**config.mk**
```make
export PLATFORM = sky130hd
export DESIGN_NAME = tocu_timer_output_compare_unit
export DESIGN_NICKNAME = d
export VERILOG_FILES = /design/src/rtl/tocu_pkg.sv /design/src/rtl/tocu_timer_output_compare_unit.sv
export VERILOG_INCLUDE_DIRS = /design/src /design/src/rtl
export SDC_FILE = /design/constraint.sdc
export NUM_CORES = 1
export LEC_CHECK = 0
export BUFFER_PORTS_ARGS = -buffer_cell sky130_fd_sc_hd__buf_2
export CAP_MARGIN = 30
export CORE_MARGIN = 4
export CORE_UTILIZATION = 36
export DETAILED_ROUTE_END_ITERATION = 7
export PLACE_DENSITY_LB_ADDON = 0.2
export SYNTH_ARGS = -nofsm -noshare
export SYNTH_HDL_FRONTEND = slang
export SYNTH_SLANG_ARGS = --single-unit
```
**constraint.sdc**
```tcl
create_clock -name core_clk -period 3.4 [get_ports core_clk]
set_clock_uncertainty 0.2 [all_clocks]
set_input_delay 0.17 -clock core_clk [delete_from_list [all_inputs] [get_ports core_clk]]
set_output_delay 0.17 -clock core_clk [all_outputs]
set_load 0.05 [all_outputs]
```
**src/rtl/tocu_defines.svh**
```systemverilog
// Constants for the timer output compare unit
`ifndef TOCU_DEFINES_SVH
`define TOCU_DEFINES_SVH

// ----------------------------------------------------------------
// Counter extremes, reset values and channel constants
// ----------------------------------------------------------------
`define TOCU_BOTTOM 8'h00
`define TOCU_MAX 8'hFF
`define TOCU_VALUE_RESET 8'h00
`define TOCU_STATE_RESET 1'h0
`define TOCU_CHAN_A 0
`define TOCU_CHANS 2

// ----------------------------------------------------------------
// Waveform generation mode codes
// ----------------------------------------------------------------
`define TOCU_WAVE_NORMAL 3'h0
`define TOCU_WAVE_PHASE_MAX 3'h1
`define TOCU_WAVE_CTC 3'h2
`define TOCU_WAVE_FAST_MAX 3'h3
`define TOCU_WAVE_PHASE_CMP 3'h5
`define TOCU_WAVE_FAST_CMP 3'h7
`define TOCU_WAVE_BIT2 2

// ----------------------------------------------------------------
// Compare output action codes
// ----------------------------------------------------------------
`define TOCU_ACT_NONE 2'h0
`define TOCU_ACT_TOGGLE 2'h1
`define TOCU_ACT_CLEAR 2'h2
`define TOCU_ACT_SET 2'h3

`endif

```
**src/rtl/tocu_pkg.sv**
```systemverilog
// Types shared by the timer output compare unit
package tocu_pkg;

  // ----------------------------------------------------------------
  // Waveform class decoded from the mode field
  // ----------------------------------------------------------------
  typedef enum logic [1:0] {
    TOCU_NON_PWM,
    TOCU_FAST_PWM,
    TOCU_PHASE_PWM
  } tocu_wave_class_t;

  // ----------------------------------------------------------------
  // Pin drive pair for one compare channel
  // ----------------------------------------------------------------
  typedef struct packed {
    logic out;
    logic oe;
  } tocu_pin_t;

endpackage : tocu_pkg

```
**src/rtl/tocu_timer_output_compare_unit.sv**
```systemverilog
// Two-channel output compare and compare-match output logic
`timescale 1ns/10ps
`include "tocu_defines.svh"

module tocu_timer_output_compare_unit (
  input wire logic core_clk,
  input wire logic rst,
  input wire logic timerTick,
  input wire logic [7:0] timerCount,
  input wire logic countDown,
  input wire logic counterWrite,
  input wire logic [2:0] waveModeField,
  input wire logic [1:0] compareOutputActionA,
  input wire logic [1:0] compareOutputActionB,
  input wire logic [1:0] compareWrite,
  input wire logic [7:0] compareWriteData,
  input wire logic [1:0] forceMatchStrobe,
  input wire logic flagClearWrite,
  input wire logic [1:0] flagClearData,
  input wire logic [1:0] interruptEnable,
  input wire logic [1:0] interruptServiced,
  input wire logic [1:0] portOutValue,
  input wire logic [1:0] portDirection,
  output logic [1:0] matchFlag,
  output logic [1:0] interruptRequest,
  output logic [7:0] compareValueA,
  output logic [7:0] compareValueB,
  output logic [1:0] compareOutputState,
  output tocu_pkg::tocu_pin_t [1:0] pinDrive
);

  // ----------------------------------------------------------------
  // Mode decoding
  // ----------------------------------------------------------------
  // Mode field decode
  function automatic tocu_pkg::tocu_wave_class_t waveClass(input logic [2:0] mode);
    begin
      case (mode)
        `TOCU_WAVE_FAST_MAX,
        `TOCU_WAVE_FAST_CMP: waveClass = tocu_pkg::TOCU_FAST_PWM;
        `TOCU_WAVE_PHASE_MAX,
        `TOCU_WAVE_PHASE_CMP: waveClass = tocu_pkg::TOCU_PHASE_PWM;
        // Reserved codes behave as non-PWM rather than freeze the unit
        default: waveClass = tocu_pkg::TOCU_NON_PWM;
      endcase
    end
  endfunction : waveClass

  // Next output state for a non-PWM match or forced match
  // Set, clear or toggle selection
  function automatic logic nonPwmNext(input logic [1:0] act, input logic cur);
    begin
      case (act)
        `TOCU_ACT_TOGGLE: nonPwmNext = ~cur;
        `TOCU_ACT_CLEAR: nonPwmNext = 1'b0;
        `TOCU_ACT_SET: nonPwmNext = 1'b1;
        default: nonPwmNext = cur;
      endcase
    end
  endfunction : nonPwmNext

  // Equality decode shared by the match, top and bottom detectors
  function automatic logic countEquals(input logic [7:0] count, input logic [7:0] value);
    begin
      countEquals = (count == value);
    end
  endfunction : countEquals

  // ----------------------------------------------------------------
  // Shared state and decode
  // ----------------------------------------------------------------
  tocu_pkg::tocu_wave_class_t waveKind;
  logic isPwm;
  logic topByCompare;
  logic [7:0] topValue;
  logic atTop;
  logic atBottom;
  logic [1:0] actionSel [`TOCU_CHANS];
  logic [7:0] activeValue [`TOCU_CHANS];
  logic [7:0] bufferValue [`TOCU_CHANS];
  logic matchBlocked;
  logic [1:0] rawMatch;
  logic [1:0] matchEvent;
  logic [1:0] matchPending;
  logic [1:0] stateReg;
  logic [1:0] forceHeld;
  logic [1:0] forceEvent;

  // Counting is outside; action is never an input to it
  assign waveKind = waveClass(waveModeField);
  assign isPwm = (waveKind != tocu_pkg::TOCU_NON_PWM);
  // Mode bit2 moves the top from the fixed maximum to channel A's value
  assign topByCompare = waveModeField[`TOCU_WAVE_BIT2];
  assign topValue = topByCompare ? activeValue[`TOCU_CHAN_A] : `TOCU_MAX;
  assign atTop = countEquals(timerCount, topValue);
  assign atBottom = countEquals(timerCount, `TOCU_BOTTOM);
  assign actionSel[0] = compareOutputActionA;
  assign actionSel[1] = compareOutputActionB;

  // ----------------------------------------------------------------
  // Match blocking after a counter write
  // ----------------------------------------------------------------
  // Block held until the next tick consumes it, even with the timer stopped
  always_ff @(posedge core_clk) begin
    if (rst) begin
      matchBlocked <= 1'b0;
    end else if (counterWrite) begin
      matchBlocked <= 1'b1;
    end else if (timerTick) begin
      matchBlocked <= 1'b0;
    end
  end

  // ----------------------------------------------------------------
  // Per-channel compare, flag and output state
  // ----------------------------------------------------------------
  genvar ch;
  generate
    for (ch = 0; ch < `TOCU_CHANS; ch++) begin : g_chan
      logic canToggle;
      logic next_state;

      assign rawMatch[ch] = countEquals(timerCount, activeValue[ch]);
      assign matchEvent[ch] = timerTick & rawMatch[ch] & ~matchBlocked;
      // Toggle in PWM only for channel A with compare-defined top
      assign canToggle = (ch == `TOCU_CHAN_A) && topByCompare;

      // One forced event per write, even if the strobe is held
      always_ff @(posedge core_clk) begin
        if (rst) begin
          forceHeld[ch] <= 1'h0;
        end else begin
          forceHeld[ch] <= forceMatchStrobe[ch];
        end
      end
      assign forceEvent[ch] = forceMatchStrobe[ch] & ~forceHeld[ch];

      // ----------------------------------------------------------------
      // Compare value storage
      // ----------------------------------------------------------------

      always_ff @(posedge core_clk) begin
        if (rst) begin
          bufferValue[ch] <= `TOCU_VALUE_RESET;
        end else if (compareWrite[ch]) begin
          bufferValue[ch] <= compareWriteData;
        end
      end

      always_ff @(posedge core_clk) begin
        if (rst) begin
          activeValue[ch] <= `TOCU_VALUE_RESET;
        end else if (!isPwm) begin
          if (compareWrite[ch]) begin
            activeValue[ch] <= compareWriteData;
          end
        end else if (timerTick) begin
          // Load at bottom for fast, at top for phase correct
          // Mid-period loads would give odd-length pulses
          if ((waveKind == tocu_pkg::TOCU_FAST_PWM && atBottom) ||
              (waveKind == tocu_pkg::TOCU_PHASE_PWM && atTop)) begin
            activeValue[ch] <= bufferValue[ch];
          end
        end
      end

      // ----------------------------------------------------------------
      // Match flag
      // ----------------------------------------------------------------

      // Flag follows match by one tick
      always_ff @(posedge core_clk) begin
        if (rst) begin
          matchPending[ch] <= 1'b0;
        end else if (timerTick) begin
          matchPending[ch] <= matchEvent[ch];
        end
      end

      // Hardware set wins over any clear in the same cycle
      always_ff @(posedge core_clk) begin
        if (rst) begin
          matchFlag[ch] <= 1'b0;
        end else if (timerTick && matchPending[ch]) begin
          matchFlag[ch] <= 1'b1;
        end else if (flagClearWrite && flagClearData[ch]) begin
          matchFlag[ch] <= 1'b0;
        end else if (interruptServiced[ch] && interruptEnable[ch]) begin
          matchFlag[ch] <= 1'b0;
        end
      end

      // ----------------------------------------------------------------
      // Interrupt request
      // ----------------------------------------------------------------

      always_ff @(posedge core_clk) begin
        if (rst) begin
          interruptRequest[ch] <= 1'b0;
        end else begin
          interruptRequest[ch] <= matchFlag[ch] & interruptEnable[ch];
        end
      end

      // ----------------------------------------------------------------
      // Output state
      // ----------------------------------------------------------------

      always_comb begin
        next_state = stateReg[ch];
        case (waveKind)
          tocu_pkg::TOCU_NON_PWM: begin
            // Forced match acts like a real one without flag or reload
            if (matchEvent[ch] || forceEvent[ch]) begin
              next_state = nonPwmNext(actionSel[ch], stateReg[ch]);
            end
          end
          tocu_pkg::TOCU_FAST_PWM: begin
            // Polarity: clear on match and set at bottom, or inverse
            if (matchEvent[ch]) begin
              if (actionSel[ch] == `TOCU_ACT_CLEAR) begin
                next_state = 1'b0;
              end else if (actionSel[ch] == `TOCU_ACT_SET) begin
                next_state = 1'b1;
              end else if (actionSel[ch] == `TOCU_ACT_TOGGLE && canToggle) begin
                next_state = ~stateReg[ch];
              end
            end else if (timerTick && atBottom) begin
              if (actionSel[ch] == `TOCU_ACT_CLEAR) begin
                next_state = 1'b1;
              end else if (actionSel[ch] == `TOCU_ACT_SET) begin
                next_state = 1'b0;
              end
            end
          end
          tocu_pkg::TOCU_PHASE_PWM: begin
            if (matchEvent[ch]) begin
              if (actionSel[ch] == `TOCU_ACT_CLEAR) begin
                next_state = countDown;
              end else if (actionSel[ch] == `TOCU_ACT_SET) begin
                next_state = ~countDown;
              end else if (actionSel[ch] == `TOCU_ACT_TOGGLE && canToggle) begin
                next_state = ~stateReg[ch];
              end
            end
          end
          default: next_state = stateReg[ch];
        endcase
      end

      // Reset to zero; mode change alone never touches it
      always_ff @(posedge core_clk) begin
        if (rst) begin
          stateReg[ch] <= `TOCU_STATE_RESET;
        end else begin
          stateReg[ch] <= next_state;
        end
      end

      // ----------------------------------------------------------------
      // Pin drive
      // ----------------------------------------------------------------

      // Pin drive registered, so the pin lags the port registers by a cycle
      // Override when either action bit set
      always_ff @(posedge core_clk) begin
        if (rst) begin
          pinDrive[ch].out <= `TOCU_STATE_RESET;
        end else begin
          pinDrive[ch].out <= (actionSel[ch] != `TOCU_ACT_NONE) ? next_state
                                                                : portOutValue[ch];
        end
      end

      always_ff @(posedge core_clk) begin
        if (rst) begin
          pinDrive[ch].oe <= 1'h0;
        end else begin
          pinDrive[ch].oe <= portDirection[ch];
        end
      end
    end
  endgenerate

  // ----------------------------------------------------------------
  // Read-back of compare values and state
  // ----------------------------------------------------------------
  // CPU sees the buffer in PWM, the active value otherwise
  always_ff @(posedge core_clk) begin
    if (rst) begin
      compareValueA <= `TOCU_VALUE_RESET;
    end else begin
      compareValueA <= isPwm ? bufferValue[0] : activeValue[0];
    end
  end

  always_ff @(posedge core_clk) begin
    if (rst) begin
      compareValueB <= `TOCU_VALUE_RESET;
    end else begin
      compareValueB <= isPwm ? bufferValue[1] : activeValue[1];
    end
  end

  // Registered copy keeps every output straight from a flip-flop
  always_ff @(posedge core_clk) begin
    if (rst) begin
      compareOutputState <= '0;
    end else begin
      compareOutputState <= stateReg;
    end
  end

endmodule : tocu_timer_output_compare_unit

```
==> results of run 1 <==
==> layout make-up <==
| type | instances | area, µm² |
|---|---|---|
| inverter | 11 | 41.3 |
| tap | 105 | 131 |
| clock inverter | 7 | 77.6 |
| fill | 804 | 4310 |
| multi-input combinational | 185 | 1340 |
| sequential | 65 | 1620 |
| timing repair buffer | 96 | 616 |
| clock buffer | 9 | 124 |
==> worst reg2reg max path: cells and delay by family (launching register included) <==
family                 cells  cell delay [ps]
buffers and inverters      1              590
multiplexers               1              320
AND/OR/NAND/NOR            3              930
AO/OA/AOI/OAI              1              100
flip-flops                 1              420
XOR/XNOR                   1              190
==> cells by family after synthesis <==
logic type	after synthesis	share of synthesized area
simple gates	99	0.187
flops	65	0.528
compound gates	58	0.161
buf+inv	24	0.0359
mux	18	0.0587
xor+xnor	10	0.0285
==> flip-flops by register name (all words and copies together), names as in the netlist <==
signal / count
activeValue: 16
bufferValue: 16
compareValueA: 8
compareValueB: 8
pinDrive: 4
compareOutputState: 2
forceHeld: 2
interruptRequest: 2
matchFlag: 2
matchPending: 2
stateReg: 2
matchBlocked: 1
==> metal layers <==
metal / wire, µm / global-route usage / vias to the layer above / share of wire
met2: 3460 / 0.244 / 71 / 0.47
met5: 0 / 0 / - / 0
met4: 174 / 0.0539 / 0 / 0.024
met1: 3290 / 0.199 / 1098 / 0.45
li1: - / - / 1198 / -
met3: 421 / 0.0389 / 12 / 0.057
==> power groups by stage <==
stage | registers, mW | clock network [mW] | logic [mW]
final | 0.908 | 0.665 | 0.290
after global routing | 0.915 | 0.720 | 0.317
after CTS | 0.909 | 0.688 | 0.292
after detailed placement | 0.927 | 0 | 0.269
after global placement | 0.926 | 0 | 0.269
after floorplan | 0.978 | 0 | 0.123
==> cell usage in the layout, fill, tap and decap left out, types with 3 or more instances in the layout <==
cell type	synthesis	final
nand2_1	7	7
or2_2	3	3
dfxtp_1	33	33
and2_1	18	18
nor2b_1	14	14
nor3_1	4	4
dlygate4sd3_1	0	26
o21ai_0	5	5
a211oi_1	4	4
edfxtp_1	32	32
a22o_1	10	10
nand4_1	4	4
nor2_1	25	25
a21oi_1	5	5
inv_1	7	7
a22o_2	6	6
xor2_1	4	4
a22oi_1	4	4
xnor2_1	6	6
a31oi_1	5	5
or2b_2	4	4
mux2i_1	18	18
inv_2	4	4
clkbuf_8	1	9
buf_2	0	68
==> how the worst min path moves through the flow <==
stage	startpoint	endpoint	slack, ps
global placement	counterWrite	matchBlocked	180
global route	compareOutputActionB[0]	stateReg[1]	30
finish	compareOutputActionB[0]	stateReg[1]	30
detailed placement	portDirection[1]	pinDrive[2]	190
CTS	compareOutputActionB[0]	stateReg[1]	0.4
floorplan	counterWrite	matchBlocked	90
==> timing repair <==
item,CTS,global route
buffers inserted,0,0
hold endpoints to repair,42,0
hold buffers,26,0
==> through the flow <==
step                utilization  worst slack (ps)  total power [mW]
floorplan                     -               640              1.10
global placement          0.422               664              1.20
detailed placement        0.422               617              1.20
CTS                       0.478               475              1.89
global route              0.478               274              1.95
finish                    0.478               530              1.86
==> flow_results.org, run 1 <==
** Synth
- For this run, the register share of the synthesized area comes to 0.528.
- Most numerous cell in the Yosys netlist :: dfxtp_1
- Most common flop cell mapped by yosys :: dfxtp_1
- Area share of the largest cell type after synthesis :: 0.313
- In the synthesized netlist, the cells that appear most often are dfxtp_1, edfxtp_1, nor2_1, and2_1, mux2i_1.
- Netlist Area Pre-Place :: a little over 3000 µm²
- The number of nets handed over by synthesis was ~320.
- Synthesis produced a netlist whose cell count is between 200 and 300.
- Summed over all instances, the cell type with the most area after synthesis is edfxtp_1.
- Flops & latches, synth :: 65
- In this run, synthesis inferred 32 flip-flops with an integrated enable.
- Synthesis warning total :: 0
- Ranked by total cell area, the synthesized netlist is headed by edfxtp_1, dfxtp_1, mux2i_1, and2_1, nor2_1.
- Yosys mapped the design onto ~60 distinct sky130hd cell types.
- Of all flip-flops after synthesis, the portion carrying an async set or reset was 0.
- A synthesized cell averages between 10 and 15 µm².

** Global routing
- Pin count of the biggest net entering global routing :: 41
- The via count of the first global-routing pass is around 2.4k.
- The number of antenna violations at the first check in global routing was 0.
- Across every metal layer, demand over resource in global routing totals 0.152.
- Sum of overflow across all layers after global routing :: 0
- The first global-routing pass estimated 11,800 µm of wire.

** Pwr
- P_int :: 1.33 mW
- IR analysis of the VDD net gives a maximum drop of between 0.15 and 0.2 mV.
- Pleak :: between 1.5 and 2 nW
- Power Dens Cells :: ~470 nW/µm²
- Part of the power in the clock network :: 0.357
- The share of total power dissipated in sequential elements is 0.487.
- Of the total power, the share spent switching nets is 0.284.
- Combinational cell fraction of total power :: 0.155
- Net Switching :: roughly 0.53 mW

** Clock tree
- Total number of H-tree levels :: 3
- Clock transition at the register clock pins on the worst setup and hold paths after CTS :: around 70 ps
- In this run, CTS created clock tree buffers numbering 9.
- Once the clock tree was built, the resizer swapped 0 gates to a different size.
- The cell sitting at the root of the clock tree is a clkbuf_8.
- Insertion delay to the later sink of the worst-skew pair :: between 300 and 400 ps
- Count of clock tree sinks :: between 60 and 70
- TritonCTS built the clock tree.
- Largest buffer count on any clock path :: 2

** Route
- Number of DRC markers after the initial detailed-route iteration :: 100
- Using the TritonRoute via totals, the vias-per-cell ratio works out to 4.98.
- Antenna Nets Post-Route :: 0
- The detailed router placed around 2.4k vias in this run.
- In the final routed layout, each cell accounts on average for approximately 15 µm.
- The first TritonRoute pass finished after 4 iterations.
- DRC errors left :: 0
- Detailed Route WL :: between 7000 and 8000 µm

** Critical path
- Cell-by-cell trace of the critical path :: xnor2_1 -> nand4_1 -> nor4_1 -> nor4b_1 -> mux2i_1 -> a211oi_1 -> dlygate4sd3_1
- STA puts the critical path data required time at 3430 ps.
- Counting both buffers and inverters, the worst setup path holds a total of 1.
- STA classifies the critical path endpoint as a register.
- Crit Path Category :: register to register
- Data arrives at the worst endpoint at around 2900 ps.
- CP max-delay cell :: dlygate4sd3_1
- Destination of the worst register-to-register timing path :: pinDrive[3]
- Beginning of the critical path :: activeValue[1][7]
- Top cell family by delay on the critical path :: simple AND/OR/NAND/NOR gates
- The worst setup path is launched from a register.
- Following the worst setup path forward leads to its endpoint at pinDrive[3].
- Worst reg2reg path depth :: 7
- For flop-to-flop paths, the worst setup slack is around 530 ps.
- Crit Reg-Reg Startpoint :: activeValue[1][7]
- Number of gates on the worst path with buffers counted :: 7
- Of all nets on the critical path, the largest fanout is 2.
- On the worst path, the slowest cell contributes a delay of approximately 590 ps.

** Floorplanning
- For this configuration, the core starts out at a cell density of 0.372.
- From bottom edge to top edge, the die measures 100 µm.
- The initialized floorplan defines 33 standard-cell rows.
- The die is roughly 100 µm wide.
- The die covers approximately 10,000 µm².
- After floorplanning, the core was sized to cover between 8000 and 9000 µm².
- Top-level I/O count :: approximately 70

** Cells and area
- Area added between synthesis and finish :: 28.7%
- The count of cells in the finished layout, fillers not included, comes to 478.
- Ratio of cells with drive above 1 in the final layout :: 0.298
- The finished cells cover a little under 4000 µm².
- For this run, the post-layout net count is approximately 400.
- Count of inserted antenna diode cells :: 0

** Timing
- Final count of negative-setup-slack endpoints :: 0
- Based on the critical path, the design can be clocked at up to around 350 MHz.
- Worst-margin pin slew :: ~770 ps
- Setup repair after global routing missed its margin :: no
- The final-report max-slew violation count came to 0.
- Setup total negative slack on the finished layout was measured at 0 ps.
- Total count of hold-check failures in the final report :: 0
- Dividing the final minimum period by the clock period gives 0.844.
- Relative slew slack :: 0.483
- The routed design could run at a clock period as short as 2870 ps.
- Post-route worst hold slack :: around 26 ps

** Placement
- Detailed placement finished with a half-perimeter wire length of ~5400 µm.
- Last weighted congestion value of the routability-driven placer :: just under 0.8
- The count of buffers added on input and output ports is between 60 and 70.
- Total placed instance area :: between 3000 and 4000 µm²
- Placed Cells incl. Taps :: about 440

** Status
- Result of the run :: completed

** Min path
- Hold Path Stages :: 4
- Worst hold path type :: primary input to register

** Job
- Max-cap violations in this run came to 0.
No activity file was read; power rests on OpenSTA's default activity.
==> inputs of run 2 (changes only) <==
Clock period 3.4 ns to 2.4 ns, I/O delays scaled along.
==> run 2 against run 1 <==
Effect of this change: combinational power up 58%; global-route usage rose by 1.1 points; register-to-register slack lost 650 ps; the flow now finishes with violations (negative setup slack); critical endpoint is now activeValue[0][2]; worst setup slack worse by 650 ps; sequential power grew 42%; total power is 38% higher; critical path type unchanged.
==> flow_results.org, run 2 (same netlist as run 1, synthesis figures left out) <==
** Critical path
- Crit Path Category :: register to register
- Category of the worst setup path launch point :: register
- Of all nets on the critical path, the largest fanout is 8.
- Kind of capture point of the worst setup path :: register
- Data on the critical path arrives at its endpoint at ~2400 ps.
- Required arrival time at the worst endpoint :: 2260 ps

** Timing
- The final-report max-slew violation count came to 0.
- After routing, the total negative slack on setup checks comes to -2800 ps.
- In the post-route analysis, the smallest setup slack over all paths is -118 ps.
- In this run the tightest slew margin relative to its limit is 0.685.
- The final number of hold-violating endpoints was 0.
- Static timing analysis puts the maximum clock frequency at 397 MHz.
- Setup violations remaining at the end of the flow were counted as 32.
- Final Cycle Share :: 1.05
- Post-route worst hold slack :: 33.8 ps
- At the pin with the least slew margin, the transition time is 471 ps.
- Setup repair after global routing could not meet its margin everywhere.
- After layout, the minimum clock period comes to about 2500 ps.

** Global routing
- Number of global-route vias before repair :: 2,539
- Entering global routing, the biggest net connects 37 pins.
- Total routing resource utilization after global routing :: 0.163
- The first global-routing pass estimated 12,700 µm of wire.
- Global routing finished with a remaining overflow of 0.
- Number of antenna violations at the first check in global routing :: 0

** Clock tree
- Total number of H-tree levels :: 3
- TritonCTS built the clock tree.
- The clock drives 65 sinks.
- Clock transition at the register clock pins on the worst setup and hold paths after CTS :: approximately 80 ps
- Insertion delay to the later sink of the worst-skew pair :: roughly 350 ps
- Counting along the longest clock path gives a buffer depth of 2.
- Clock tree synthesis selected as its root buffer the cell clkbuf_8.
- Number of clock buffers inserted by TritonCTS :: 9

** Placement
- Detailed placement ended at an HPWL of roughly 5800 µm.
- In this run the cell area measured after placement is roughly 3700 µm².
- Last weighted congestion value of the routability-driven placer :: between 0.8 and 0.9
- In this run, placement finished with an instance count of between 400 and 500.
- PortBufs :: 68

** Min path
- Worst hold path type :: primary input to register

** Cells and area
- Counting the fill cells in the layout gives 775.
- Final Net Count :: between 400 and 500
- In the final layout, the registers with the most flip-flops are activeValue: 16 flops, bufferValue: 16 flops.
- Most common cell after layout, fill and taps aside :: buf_2
- Most used cells in the layout excluding fill and tap cells :: buf_2, dfxtp_1, edfxtp_1
- Area of combinational cells with multiple inputs :: 1360 µm²
- At the end of the flow the core is filled with cells to 0.508.
- After routing the design area is ~4200 µm².
- 0 antenna diodes ended up in the layout.
- In the final layout, the share of cells above drive strength 1 is 0.347.
- FF+latch area :: approximately 1600 µm²
- Area added between synthesis and finish :: 36.7%
- Once layout is complete, the cells apart from fillers number ~510.

** Route
- The detailed router placed between 2k and 2.5k vias in this run.
- The count of nets left with antenna violations once routing finished came out at 0.
- After detailed routing, the number of remaining DRC violations is 0.
- After detailed routing, the average wire length per cell comes to approximately 15 µm.
- Number of DRC markers after the initial detailed-route iteration :: 94
- The routed design has ~7800 µm of wire.
- Dividing the detail-routed via count by the number of cells gives 4.91.
- First drt pass iteration count :: 4

** Pwr
- Dividing total power by cell area gives a power density of approximately 600 nW/µm².
- The share of total power dissipated in combinational logic is 0.178.
- Peak ir drop on the vdd network :: 0.319 mV
- Of the total power, registers draw 0.499.
- Part of the power in the clock network :: 0.323
- Summed over all cells, the static leakage comes to between 1.5 and 2 nW.
- P_int :: between 1.5 and 2 mW
- Of the total power, the share spent switching nets is 0.294.
- For this design the total switching power over the nets is ~0.76 mW.

** Floorplanning
- Starting Density :: 0.372
- The die covers just over 10,000 µm².
- Height of the die :: around 100 µm
- Area inside the core boundary :: 8260 µm²
- After floorplanning, the core was divided into 33 placement rows.
- Top-level I/O count :: 69
- The floorplan step set the die width to between 100 and 150 µm.

** Status
- The flow ran to the end, but the final reports show violations.
- The checks that failed: negative setup slack.

** Job
- Max-cap check violation count :: 0
run 2: path summary, 6_finish.rpt:
path,startpoint,to,slack (ps),cells past startpoint
worst max-delay path,activeValue[0][1],activeValue[0][2],-120,6
worst min-delay path,waveModeField[0],stateReg[1],30,5
worst max register to register,activeValue[0][1],activeValue[0][2],-120,6
worst min register to register,matchPending[0],matchPending[0],280,2
run 2: layout make-up:
type                            count  area share
Clock buffer                        9      0.0295
Clock inverter                      7      0.0131
Inverter                           11     0.00984
Multi-Input combinational cell    185       0.324
Sequential cell                    65       0.387
Tap cell                          105      0.0313
Timing Repair Buffer              127       0.205
run 2: what timing repair did:
action                     CTS  global route
hold endpoints to repair    62             0
setup endpoints to repair   32            32
setup buffers                2             2
pin swaps                    2             4
hold buffers                30             0
resized for setup            1             2
run 2: through the flow:
step	total power, mW	setup slack (ps)
after floorplan	1.56	-265
after global placement	1.73	-135
after detailed placement	1.73	-213
after CTS	2.61	-104
after global routing	2.70	-217
final	2.58	-118
run 2: power by group through the flow:
stage          combinational, mW  clock, mW  sequential, mW
2_1_floorplan              0.176          0            1.39
3_3_place_gp               0.412          0            1.31
3_5_place_dp               0.415          0            1.31
4_1_cts                    0.456      0.864            1.29
5_1_grt                    0.500      0.906            1.30
6_report                   0.459      0.833            1.29
run 2: critical path, cell delays in order (launching register included):
cell and delay [ps]:
edfxtp_1 420, a222oi_1 390, nand3_2 130, a2111o_1 450
a2111oi_4 290, buf_4 190, a211o_4 160
run 2: metal layers:
layer | vias up | wire [µm] | track usage
li1 | 1253 | - | -
met1 | 1172 | 3510 | 0.210
met2 | 61 | 3730 | 0.268
met3 | 13 | 384 | 0.0306
met4 | 0 | 157 | 0.0725
met5 | - | 0 | 0
==> inputs of run 3 (changes only) <==
Settings changed: CTS_BUF_LIST set to sky130_fd_sc_hd__clkbuf_2.
==> run 3 against run 2 <==
Effect of this change: the flow still finishes with violations (negative setup slack); via count is 3.6% higher; largest cell class unchanged; sequential power hardly changed; non-clock buffer count is 19 higher; combinational power is 5.9% higher; maximum frequency is 1.8% lower; highest routed layer unchanged; cell count is 3.7% higher.
==> flow_results.org, run 3 (same netlist as run 1, synthesis figures left out) <==
** Status
- The flow ran to the end, but the final reports show violations.
- The final reports fail on negative setup slack.

** Global routing
- Wire length of the first global-routing pass :: ~13,000 µm
- The number of antenna violations at the first check in global routing came to 0.
- Sum of overflow across all layers after global routing :: 0
- Pin count of the biggest net entering global routing :: 37
- The via count of the first global-routing pass is ~2.7k.
- Total routing resource utilization after global routing :: 0.173

** Critical path
- STA classifies the critical path endpoint as a register.
- The worst register-to-register path begins at activeValue[0][2].
- Worst R2R Setup Slack :: -160 ps
- Maximum fanout along the worst path :: 8
- The critical path is of the register to register type.
- Required arrival time at the worst endpoint :: 2470 ps
- At the worst endpoint, the arrival time is 2640 ps.
- The worst register-to-register path ends at activeValue[0][3].
- Category of the worst setup path launch point :: register
- The number of cells on the worst reg-to-reg path is 6.

** Clock tree
- Total number of H-tree levels :: 3
- Counting the buffers created by CTS gives 9.
- Count of clock tree sinks :: 65
- TritonCTS built the clock tree.
- Clock root cell :: clkbuf_2
- After clock tree synthesis, the clock-pin slew on the worst setup and hold paths is around 200 ps.
- The later pin in the worst-skew pair is clocked with a latency of around 550 ps.
- Largest buffer count on any clock path :: 2

** Timing
- Final slew viol count :: 0
- Smallest setup slack after layout :: -163 ps
- Of the available clock period, the critical path in the final layout requires 1.07.
- Derived from the worst setup path, the maximum achievable clock frequency is 390 MHz.
- For the pin with the worst max-slew slack, the measured transition is approximately 470 ps.
- The final number of hold-violating endpoints was 0.
- Relative slew slack :: 0.689
- Tmin final :: 2560 ps
- Setup repair after global routing missed its margin :: yes
- Final count of negative-setup-slack endpoints :: 32

** Floorplanning
- Area inside the core boundary :: between 8000 and 9000 µm²
- DIE AREA :: between 10,000 and 15,000 µm²
- Starting Density :: 0.372
- Cell Rows :: 33
- Top-level I/O count :: 69
- The die is roughly 100 µm wide.
- The die is about 100 µm tall.

** Cells and area
- The largest registers in the layout are activeValue: 16 flops, bufferValue: 16 flops.
- In the final design database the tool counted between 400 and 500 nets.
- Most used cells in the layout excluding fill and tap cells :: buf_2, dlygate4sd3_1, dfxtp_1
- Post-route core utilization :: 0.528
- Leaving out fill and tap cells, the most frequent cell in the layout is buf_2.
- In the final layout, the share of cells above drive strength 1 is 0.331.
- Area added between synthesis and finish :: 42.0%
- The number of antenna diodes in the final layout is 0.

** Route
- Detailed Route WL :: between 8000 and 9000 µm
- Drt wl/cell :: roughly 15 µm
- First drt pass iteration count :: 4
- In the routed layout, each cell is associated on average with a via count of a little under 5.
- DRC errors left :: 0
- Number of DRC markers after the initial detailed-route iteration :: around 80
- Across all layers, the routed design uses 2,590 vias.
- The count of nets left with antenna violations once routing finished came out at 0.

** Pwr
- IR analysis of the VDD net gives a maximum drop of ~0.34 mV.
- The design draws about 2.4 mW.
- Pleak :: around 1.9 nW
- In this run the power density over the cells is between 500 and 600 nW/µm².

** Min path
- The worst hold path begins at timerCount[0].
- For hold timing, the worst endpoint is matchPending[1].
- Worst hold path type :: primary input to register
- Counting instances, the worst hold path has a depth of 5.

** Placement
- In this run the tool buffered the top-level ports with just under 70 buffer cells.
- Last weighted congestion value of the routability-driven placer :: around 0.86
- Post-detail-place hpwl :: 5760 µm

** Job
- Max-cap check violation count :: 0
-- run 3: cell type report --
type                            instances  area [µm²]
Fill cell                             765        3900
Sequential cell                        65        1620
Multi-Input combinational cell        185        1410
Timing Repair Buffer                  146        1060
Tap cell                              105         131
Clock inverter                          7        55.1
Clock buffer                            9        45.0
Inverter                               11        41.3
-- run 3: worst max path at each step --
stage,startpoint,endpoint,slack [ps],cells after the start
after detailed placement,activeValue[0][3],activeValue[1][5],-210,6
after global placement,activeValue[0][3],activeValue[1][5],-140,6
after CTS,activeValue[0][4],activeValue[0][3],-120,7
final,activeValue[0][2],activeValue[0][3],-160,6
after floorplan,activeValue[0][5],activeValue[0][0],-270,7
after global routing,activeValue[0][2],activeValue[1][0],-240,6
-- run 3: metrics by stage --
step / cell area, µm² / setup TNS [ps] / cells / hold slack (ps) / setup slack (ps)
finish: 4360 / -4010 / 528 / 97.2 / -163
global route: 4360 / -7280 / 528 / 62.1 / -245
CTS: 4310 / -3020 / 529 / 68.3 / -118
detailed placement: 3670 / -5280 / 459 / 134 / -213
global placement: 3670 / -2800 / 459 / 126 / -135
floorplan: 3080 / -4410 / 274 / 37.4 / -265
-- run 3: routing by layer --
layer | vias to the layer above | global-route usage | wire [µm]
met1 | 1206 | 0.214 | 3580
met5 | - | 0 | 0
met4 | 0 | 0.0829 | 208
li1 | 1291 | - | -
met2 | 71 | 0.283 | 3900
met3 | 22 | 0.0410 | 415
-- run 3: critical path, cell delays in order (launching register included) --
cell       delay [ps]
edfxtp_1          450
a222oi_1          430
nand3_2           130
a2111o_1          450
a2111oi_4         290
buf_4             200
a211o_4           160
-- run 3: where the power goes --
group / switching [mW] / internal (mW)
sequential: 0.0471 / 1.24
clock: 0.448 / 0.140
combinational: 0.268 / 0.219
-- run 3: timing repair --
item	4_1_cts	5_1_grt
hold endpoints to repair	97	0
gates resized for setup	1	10
buffers inserted	4	1
gates cloned	0	0
setup endpoints to repair	32	33
pin swaps	2	12
hold buffers	50	0
